<file path="config.mk">
export PLATFORM = sky130hd
export DESIGN_NAME = gtu_timer_unit
export DESIGN_NICKNAME = d
export VERILOG_FILES = /design/src/hdl/gtu_timer_unit.v
export VERILOG_INCLUDE_DIRS = /design/src /design/src/pkg
export SDC_FILE = /design/constraint.sdc
export NUM_CORES = 1
export LEC_CHECK = 0
export ABC_AREA = 1
export BUFFER_PORTS_ARGS = -buffer_cell sky130_fd_sc_hd__buf_2
export CORE_MARGIN = 2
export CORE_UTILIZATION = 41
export CTS_BUF_LIST = sky130_fd_sc_hd__clkbuf_16
export DETAILED_ROUTE_END_ITERATION = 16
export SYNTH_ARGS = -nofsm -noshare
export SYNTH_HDL_FRONTEND = slang
export SYNTH_SLANG_ARGS = --single-unit
</file>
<file path="constraint.sdc">
create_clock -name core_clk_in -period 8.45 [get_ports core_clk_in]
set_input_delay 0.845 -clock core_clk_in [delete_from_list [all_inputs] [get_ports core_clk_in]]
set_output_delay 0.845 -clock core_clk_in [all_outputs]
set_load 0.05 [all_outputs]
</file>
<file path="src/pkg/gtu_timer_regs.vh">
// register map, field positions and reset values of the general timer unit
// assumes a 32-bit apb slave with word-aligned byte addresses
`ifndef GTU_TIMER_REGS_VH
`define GTU_TIMER_REGS_VH

// control registers of the five timers, one word apart
`define GTU_CTL_BASE      8'h00
`define GTU_CNT_BASE      8'h20
`define GTU_CAPTURE_RELOAD_REG        8'h34
`define GTU_CAPCTL        8'h38
`define GTU_STATUS        8'h3C

// timer control fields
`define GTU_F_PRE_LO      0
`define GTU_F_MODE_LO     3
`define GTU_F_GATE_LVL    5
`define GTU_F_RUN         6
`define GTU_F_DOWN        7
`define GTU_F_EXT_DIR     8
`define GTU_F_FUNC_LO     9
`define GTU_F_TRIG_RISE   11
`define GTU_F_TRIG_FALL   12
`define GTU_F_TRIG_PIN    13
`define GTU_F_CHAIN       14

// capture/reload control fields
`define GTU_C_PIN_RISE    0
`define GTU_C_PIN_FALL    1
`define GTU_C_CORE_IN     2
`define GTU_C_CORE_DIR    3
`define GTU_C_CLEAR       4
`define GTU_C_RELOAD      5

// modes and auxiliary functions
`define GTU_MODE_TIMER    2'h0
`define GTU_MODE_GATED    2'h1
`define GTU_MODE_COUNTER  2'h2
`define GTU_MODE_INCR     2'h3
`define GTU_FUNC_CAPTURE  2'h1
`define GTU_FUNC_RELOAD   2'h2

// finest resolution as a power of two of system clocks
`define GTU_BASE_ONE      4'h2
`define GTU_BASE_TWO      4'h1

`define GTU_RST_WORD      16'h0000
`define GTU_MAX_CNT       16'hFFFF

`endif

</file>
<file path="src/hdl/gtu_timer_unit.v">
// general timer unit: two modules of 16-bit up/down timers behind an apb slave
// assumes pins are asynchronous, held at least one prescaled tick, single 20 MHz clock
`timescale 1ns/1ps
`include "gtu_timer_regs.vh"

module gtu_timer_unit #(
  parameter PRE_W = 10
) (
  input  wire        core_clk_in,
  input  wire        nrst_in,
  input  wire        psel_in,
  input  wire        penable_in,
  input  wire        pwrite_in,
  input  wire [7:0]  paddr_in,
  input  wire [31:0] pwdata_in,
  output reg  [31:0] prdata_out,
  output reg         pready_out,
  output reg         pslverr_out,
  input  wire [4:0]  timer_input_pin_in,
  input  wire [4:0]  direction_input_pin_in,
  input  wire        capture_trigger_pin_in,
  output reg         core_one_toggle_pin_out,
  output reg         core_two_toggle_pin_out,
  output reg         capcom_clock_out
);

  // timer index: 0 aux_timer_low, 1 core_timer_one, 2 aux_timer_high,
  // 3 aux_timer_two, 4 core_timer_two

  ////////////////////////////////////////////////////////////////////////////
  // pin synchronisers

  wire [10:0] pins_raw = {capture_trigger_pin_in, direction_input_pin_in,
                          timer_input_pin_in};
  reg  [10:0] sy1;
  reg  [10:0] sy2;
  reg  [10:0] sy3;
  wire [10:0] rise = sy2 & ~sy3;
  wire [10:0] fall = ~sy2 & sy3;
  wire [10:0] edge_any = rise | fall;

  // logic reads only sy2 and sy3; sy1 may still be settling
  // pin sampling
  always @(posedge core_clk_in) begin
    if (!nrst_in) begin
      sy1 <= 11'h000;
      sy2 <= 11'h000;
      sy3 <= 11'h000;
    end else begin
      sy1 <= pins_raw;
      sy2 <= sy1;
      sy3 <= sy2;
    end
  end

  ////////////////////////////////////////////////////////////////////////////
  // prescaler and state

  reg [PRE_W-1:0] pre;
  reg [79:0]      cnt;
  reg [79:0]      ctl;
  reg [15:0]      capreg;
  reg [15:0]      capctl;
  reg             l1;
  reg             l1d;
  reg             l2;
  reg             l2d;

  // tick when the low n bits of the prescaler are all ones
  function tick_fn;
    input [PRE_W-1:0] p;
    input [3:0]       n;
    reg   [PRE_W-1:0] m;
    begin
      m = ({{(PRE_W-1){1'b0}}, 1'b1} << n) - {{(PRE_W-1){1'b0}}, 1'b1};
      tick_fn = ((p & m) == m);
    end
  endfunction

  // delayed latch copies turn each latch change into a one-cycle strobe
  wire tog1  = l1 ^ l1d;
  wire tog2  = l2 ^ l2d;
  wire lrise = l1 & ~l1d;
  wire lfall = ~l1 & l1d;

  ////////////////////////////////////////////////////////////////////////////
  // per-timer stepping

  wire [4:0] step;
  wire [4:0] up;
  wire [4:0] wrap;

  genvar g;
  generate
    for (g = 0; g < 5; g = g + 1) begin : tmr
      wire [15:0] c    = ctl[g*16 +: 16];
      wire [15:0] v    = cnt[g*16 +: 16];
      wire        one  = (g < 3);
      // block two has no gated or incremental mode
      wire [1:0]  md   = one ? c[`GTU_F_MODE_LO +: 2] : {c[`GTU_F_MODE_LO+1], 1'b0};
      wire [3:0]  nb   = {1'b0, c[`GTU_F_PRE_LO +: 3]} +
                         (one ? `GTU_BASE_ONE : `GTU_BASE_TWO);
      wire        ptk  = tick_fn(pre, nb);
      wire        gpin = sy2[g];
      wire        dpin = sy2[5+g];
      // limitation: counter mode follows every synchronised rising input edge and
      // incremental mode every edge of either pin, so only pin timing keeps them to the tick base
      // quadrature decode
      wire        qstp = edge_any[g] | edge_any[5+g];
      wire        qup  = sy3[g] ^ sy2[5+g];
      reg         src;
      always @* begin
        case (md)
          `GTU_MODE_TIMER:   src = ptk;
          `GTU_MODE_GATED:   src = ptk & (gpin == c[`GTU_F_GATE_LVL]);
          `GTU_MODE_COUNTER: src = rise[g];
          default:           src = qstp;
        endcase
      end
      // latch clocks aux timer two
      // core timers never chain: their own latch is the chain source
      wire chain = (g == 0 || g == 2) ? tog1 : ((g == 3) ? tog2 : 1'b0);
      wire can_chain = (g != 1) && (g != 4);
      wire halt = (g == 0 || g == 2) && (c[`GTU_F_FUNC_LO +: 2] != 2'h0);
      assign step[g] = c[`GTU_F_RUN] & ~halt &
                       ((can_chain && c[`GTU_F_CHAIN]) ? chain : src);
      assign up[g] = (one && md == `GTU_MODE_INCR) ? qup :
                     ~(c[`GTU_F_DOWN] ^ (c[`GTU_F_EXT_DIR] & dpin));
      assign wrap[g] = step[g] & ((up[g] & (v == `GTU_MAX_CNT)) |
                                  (~up[g] & (v == `GTU_RST_WORD)));
    end
  endgenerate

  ////////////////////////////////////////////////////////////////////////////
  // captures, reloads and next counts

  function rld_fn;
    input [15:0] c;
    input        pin_rise;
    input        lr;
    input        lf;
    begin
      rld_fn = (c[`GTU_F_FUNC_LO +: 2] == `GTU_FUNC_RELOAD) &
               ((lr & c[`GTU_F_TRIG_RISE]) | (lf & c[`GTU_F_TRIG_FALL]) |
                (pin_rise & c[`GTU_F_TRIG_PIN]));
    end
  endfunction

  function cap_fn;
    input [15:0] c;
    input        pr;
    input        pf;
    begin
      cap_fn = (c[`GTU_F_FUNC_LO +: 2] == `GTU_FUNC_CAPTURE) &
               ((pr & c[`GTU_F_TRIG_RISE]) | (pf & c[`GTU_F_TRIG_FALL]));
    end
  endfunction

  wire cap_ev = (capctl[`GTU_C_PIN_RISE] & rise[10]) |
                (capctl[`GTU_C_PIN_FALL] & fall[10]) |
                (capctl[`GTU_C_CORE_IN] & edge_any[1]) |
                (capctl[`GTU_C_CORE_DIR] & edge_any[6]);

  // counters, captures and reloads resolve in one process so the order of
  // the overrides below is the priority between them
  reg [79:0] next_cnt;
  integer    i;

  always @* begin
    for (i = 0; i < 5; i = i + 1) begin
      if (step[i] && up[i])
        next_cnt[i*16 +: 16] = cnt[i*16 +: 16] + 16'h0001;
      else if (step[i])
        next_cnt[i*16 +: 16] = cnt[i*16 +: 16] - 16'h0001;
      else
        next_cnt[i*16 +: 16] = cnt[i*16 +: 16];
    end
    if (cap_fn(ctl[15:0], rise[0], fall[0]))
      next_cnt[15:0] = cnt[31:16];
    if (cap_fn(ctl[47:32], rise[2], fall[2]))
      next_cnt[47:32] = cnt[31:16];
    // aux_low wins when both aux timers ask to reload in one cycle
    // reload of core timer one
    // low reload on rising, high on falling edge gives pwm
    if (rld_fn(ctl[15:0], rise[0], lrise, lfall))
      next_cnt[31:16] = cnt[15:0];
    else if (rld_fn(ctl[47:32], rise[2], lrise, lfall))
      next_cnt[31:16] = cnt[47:32];
    if (cap_ev && capctl[`GTU_C_CLEAR])
      next_cnt[63:48] = `GTU_RST_WORD;
    if (wrap[4] && capctl[`GTU_C_RELOAD])
      next_cnt[79:64] = capreg;
  end

  ////////////////////////////////////////////////////////////////////////////
  // apb slave

  // zero wait states: pready follows every setup by one cycle; a write
  // answer also shows the old register value, which masters ignore
  wire       setup  = psel_in & ~penable_in;
  wire       wr_acc = psel_in & penable_in & pwrite_in & pready_out;
  wire [5:0] widx   = paddr_in[7:2];
  reg  [31:0] next_rdata;
  reg         next_err;

  always @* begin
    next_rdata = 32'h00000000;
    next_err   = 1'b0;
    if (paddr_in[1:0] != 2'h0)
      next_err = 1'b1;
    else if (paddr_in < (`GTU_CTL_BASE + 8'h14))
      next_rdata = {16'h0000, ctl[(widx - `GTU_CTL_BASE/4)*16 +: 16]};
    else if (paddr_in >= `GTU_CNT_BASE && paddr_in < `GTU_CAPTURE_RELOAD_REG)
      next_rdata = {16'h0000, cnt[(widx - `GTU_CNT_BASE/4)*16 +: 16]};
    else if (paddr_in == `GTU_CAPTURE_RELOAD_REG)
      next_rdata = {16'h0000, capreg};
    else if (paddr_in == `GTU_CAPCTL)
      next_rdata = {16'h0000, capctl};
    else if (paddr_in == `GTU_STATUS)
      next_rdata = {30'h00000000, l2, l1};
    else
      next_err = 1'b1;
  end

  always @(posedge core_clk_in) begin
    if (!nrst_in) begin
      pready_out  <= 1'b0;
      pslverr_out <= 1'b0;
      prdata_out  <= 32'h00000000;
    end else begin
      pready_out  <= setup;
      pslverr_out <= setup & next_err;
      prdata_out  <= setup ? next_rdata : 32'h00000000;
    end
  end

  ////////////////////////////////////////////////////////////////////////////
  // registers, latches and outputs

  always @(posedge core_clk_in) begin
    if (!nrst_in) begin
      pre    <= {PRE_W{1'b0}};
      cnt    <= 80'h0;
      ctl    <= 80'h0;
      capreg <= `GTU_RST_WORD;
      capctl <= `GTU_RST_WORD;
      l1     <= 1'b0;
      l1d    <= 1'b0;
      l2     <= 1'b0;
      l2d    <= 1'b0;
      core_one_toggle_pin_out <= 1'b0;
      core_two_toggle_pin_out <= 1'b0;
      capcom_clock_out        <= 1'b0;
    end else begin
      // one free-running prescaler keeps every timer on the same tick phase
      pre <= pre + {{(PRE_W-1){1'b0}}, 1'b1};
      cnt <= next_cnt;
      // software writes win over counting in the same cycle
      if (wr_acc && !pslverr_out) begin
        if (paddr_in < (`GTU_CTL_BASE + 8'h14))
          ctl[(widx - `GTU_CTL_BASE/4)*16 +: 16] <= pwdata_in[15:0];
        else if (paddr_in >= `GTU_CNT_BASE && paddr_in < `GTU_CAPTURE_RELOAD_REG)
          cnt[(widx - `GTU_CNT_BASE/4)*16 +: 16] <= pwdata_in[15:0];
        else if (paddr_in == `GTU_CAPCTL)
          capctl <= pwdata_in[15:0];
      end
      // capture aux timer two; hardware wins over a software write
      if (cap_ev)
        capreg <= cnt[63:48];
      else if (wr_acc && !pslverr_out && paddr_in == `GTU_CAPTURE_RELOAD_REG)
        capreg <= pwdata_in[15:0];
      l1  <= l1 ^ wrap[1];
      l1d <= l1;
      l2  <= l2 ^ wrap[4];
      l2d <= l2;
      core_one_toggle_pin_out <= l1 ^ wrap[1];
      core_two_toggle_pin_out <= l2 ^ wrap[4];
      capcom_clock_out <= wrap[4];
    end
  end

endmodule

</file>
==> results.py <==
metrics = {
    "run_status": {
        "outcome": "complete, no violations",
    },
    "routing": {
        "first_pass_iters": 6,
        "dr_total_vias": 20988,
        "wl_per_cell_microns": 21.4,
        "first_iter_violations": 2638,
        "drc_errors": 0,
        "routed_wl_mm": 77.0,
        "antenna_left": 0,
        "avgViaCountPerCell": 5.84,
    },
    "timing": {
        "min_period_ns": 4.55,
        "timing.setup.tns_ns": 0,
        "period_share_pct": 53.9,
        "slew_violations": 0,
        "rsz0062_at_grt": "no",
        "hold_slack_ns": 0.409,
        "worst_pin_slew_ns": 1.36,
        "fin_skew_ns": 0.0264,
        "hold_viol": 0,
        "setup_ws_ns": 3.90,
        "setup_viol": 0,
        "max_freq_mhz": 220,
        "maxSlewHeadroom_pct": 8.81,
    },
    "finish": {
        "antenna_cells": 0,
        "layout_commonest_cell": "nand2_1",
        "synthToLayoutAreaGrowth_pct": 8.31,
        "final_cell_mix": "584 x nand2_1, 375 x o21ai_0, 368 x inv_1, 269 x nor2_1, 256 x dfxtp_1",
        "nets": 3087,
        "stdcell_count": 3592,
        "design_area_sq_um": 20100,
        "drive_above_1_share_pct": 6.23,
    },
    "critical_path": {
        "cp.arrival_ns": 5.09,
        "r2r-end": "cnt[69]",
        "crit_fanout": 45,
        "required_ns": 8.99,
        "cp-end-kind": "register",
        "r2r_slack_ns": 4.15,
        "r2r_start": "ctl[66]",
        "startpoint_type": "input pin",
        "criticalPathCategory": "in2reg",
        "rr_worst_depth": 15,
    },
    "floorplan": {
        "core-area_sq_um": 44400,
        "initial_core_util_pct": 41.7,
        "dieArea_sq_um": 46900,
        "rows": 77,
        "die_h_microns": 217,
        "die_w_microns": 217,
        "ios": 93,
    },
    "place": {
        "io_buffers": 60,
        "place_area_sq_um": 19100,
        "gp_congestion": 0.981,
        "dp_hpwl_mm": 58.1,
        "place_inst": 3536,
        "dp_slack_ns": 3.37,
    },
    "power": {
        "swShare_pct": 28.0,
        "power.leakage_nw": 8.60,
        "pwr-share-comb_pct": 9.3,
        "seq_power_share_pct": 42.7,
        "power.internal_mw": 2.06,
        "p_switching_uw": 801,
        "cellPowerDensity_nw_per_um2": 143,
        "clkPwrFrac_pct": 48.0,
        "ir_drop_uv": 164,
    },
    "grt": {
        "track_usage_pct": 31.9,
        "grt_pass1_wl_mm": 116,
        "grt_pass1_vias": 19096,
        "grt_max_degree": 78,
        "grt_antenna_before_repair": 0,
        "grt_overflow": 0,
    },
    "min_path": {
        "hp-start": "sy1[8]",
        "min_to": "sy2[8]",
        "hp-class": "reg2reg",
        "hold_path_depth": 2,
    },
    "logic_synthesis": {
        "yosysWarningCount": 0,
        "async_flop_share_pct": 0,
        "yosys.cell_types.count": 57,
        "netlist_area_sq_um": 18500,
        "synthFlopType": "dfxtp_1",
        "syn_avg_cell_area_sq_um": 6.15,
        "ys_ff_latch": 256,
        "netlist_instances": 3014,
        "synth.yosys.seq_area_share_pct": 27.7,
        "synth-edff-count": 0,
    },
    "cts": {
        "cts.reportedPaths.clkPinSlew_ns": 0.06,
        "cts.repair.resized": 0,
        "cts_buffers": 31,
        "cts_tree": "yes",
        "post_cts_buffers": 0,
        "cts-hold-fix-buffers": 0,
        "root_buffer": "clkbuf_16",
        "clock_latency_ns": 0.62,
        "clock-sinks": 256,
        "cts_buffer_depth": 3,
        "htree_levels": 1,
    },
    "job": {
        "cap_violations": 0,
    },
}
==> layer usage <==
| metal | GRT usage, % | wire [microns] |
|---|---|---|
| met5 | 0 | 0 |
| met4 | 14.7 | 4030 |
| met3 | 5.02 | 7060 |
| met2 | 49.2 | 33400 |
| met1 | 43.7 | 32500 |
==> cells by family after synthesis <==
kind of cell	share of synthesized area, %
AOI/OAI and AO/OA	22.0
xor gates and xnor gates	3.26
adders and majority gates	3.65
buffers and inverters	11.8
DFF	27.7
muxes	0.0540
other	0.0405
and+or+nand+nor	31.5
==> sequential cells by signal, summed over array words and instances, names as in the netlist <==
signal / cells
sy2: 11
l1d: 1
core_two_toggle_pin_out: 1
capctl: 16
capreg: 16
core_one_toggle_pin_out: 1
capcom_clock_out: 1
pready_out: 1
sy1: 11
ctl: 80
pre: 10
l2d: 1
cnt: 80
pslverr_out: 1
sy3: 9
prdata_out: 16
==> how the worst max path moves through the flow <==
| stage | slack [ns] | end | from |
|---|---|---|---|
| global route | 3.46 | cnt[19] | paddr_in[2] |
| floorplan | 4.25 | cnt[12] | paddr_in[2] |
| global placement | 3.55 | cnt[28] | paddr_in[2] |
| detailed placement | 3.37 | cnt[16] | paddr_in[2] |
| CTS | 3.99 | cnt[26] | paddr_in[2] |
| finish | 3.90 | cnt[8] | paddr_in[2] |
==> power by group through the flow <==
stage,logic [mW],clock network [mW],registers [mW]
after detailed placement,0.256,0,1.25
after floorplan,0.168,0,1.25
final,0.267,1.37,1.22
after global placement,0.254,0,1.25
after global routing,0.283,1.43,1.22
after CTS,0.257,1.38,1.22
==> cell type report <==
class                   count  area, sq um
clock buffers              31          776
repair buffers             79          449
multi-input cells        2221        11300
well taps                 592          741
fillers                  4773        24300
flip-flops and latches    256         5120
clock inverters            25          234
inverters                 388         1460
==> synthesized netlist by cell type, types with 8 or more instances <==
| library cell | instances | area, sq um |
|---|---|---|
| a22oi_1 | 14 | 105 |
| nand4_1 | 54 | 338 |
| o22ai_1 | 10 | 62.6 |
| or2_2 | 12 | 75.1 |
| nand2_1 | 584 | 2190 |
| a31oi_1 | 25 | 156 |
| o21ai_0 | 375 | 1880 |
| clkbuf_1 | 114 | 428 |
| a221oi_1 | 16 | 140 |
| inv_2 | 13 | 48.8 |
| xor2_1 | 63 | 552 |
| dfxtp_1 | 256 | 5120 |
| a21oi_1 | 250 | 1250 |
| o21ai_1 | 17 | 85.1 |
| buf_4 | 18 | 135 |
| inv_1 | 367 | 1380 |
| nand3_1 | 243 | 1220 |
| nor2_1 | 271 | 1020 |
| o211ai_1 | 9 | 67.6 |
| nor3_1 | 95 | 475 |
| ha_1 | 54 | 676 |
| buf_1 | 8 | 30.0 |
| nor4_1 | 36 | 225 |
| buf_2 | 21 | 105 |
==> worst max-delay path: stages <==
cell and delay [ns]:
buf_2 0.09, buf_4 0.28, nor2_1 0.20, nand2_1 0.15
nor2_1 0.18, nand2_1 0.09, nor2_1 0.27, inv_1 0.08
ha_1 0.33, nor4_1 0.33, nand3_1 0.10, nor4_1 0.26
nand2_1 0.24, o41ai_1 0.17, nand3_1 0.79, inv_1 0.33
nand2_1 0.13, a21oi_1 0.18
==> metrics by stage <==
stage               util [%]  total power, mW
global route            45.2             2.93
detailed placement      42.9             1.50
floorplan                  -             1.42
finish                  45.2             2.86
global placement        42.9             1.50
CTS                     45.2             2.86
No activity file was read; power rests on OpenSTA's default activity.
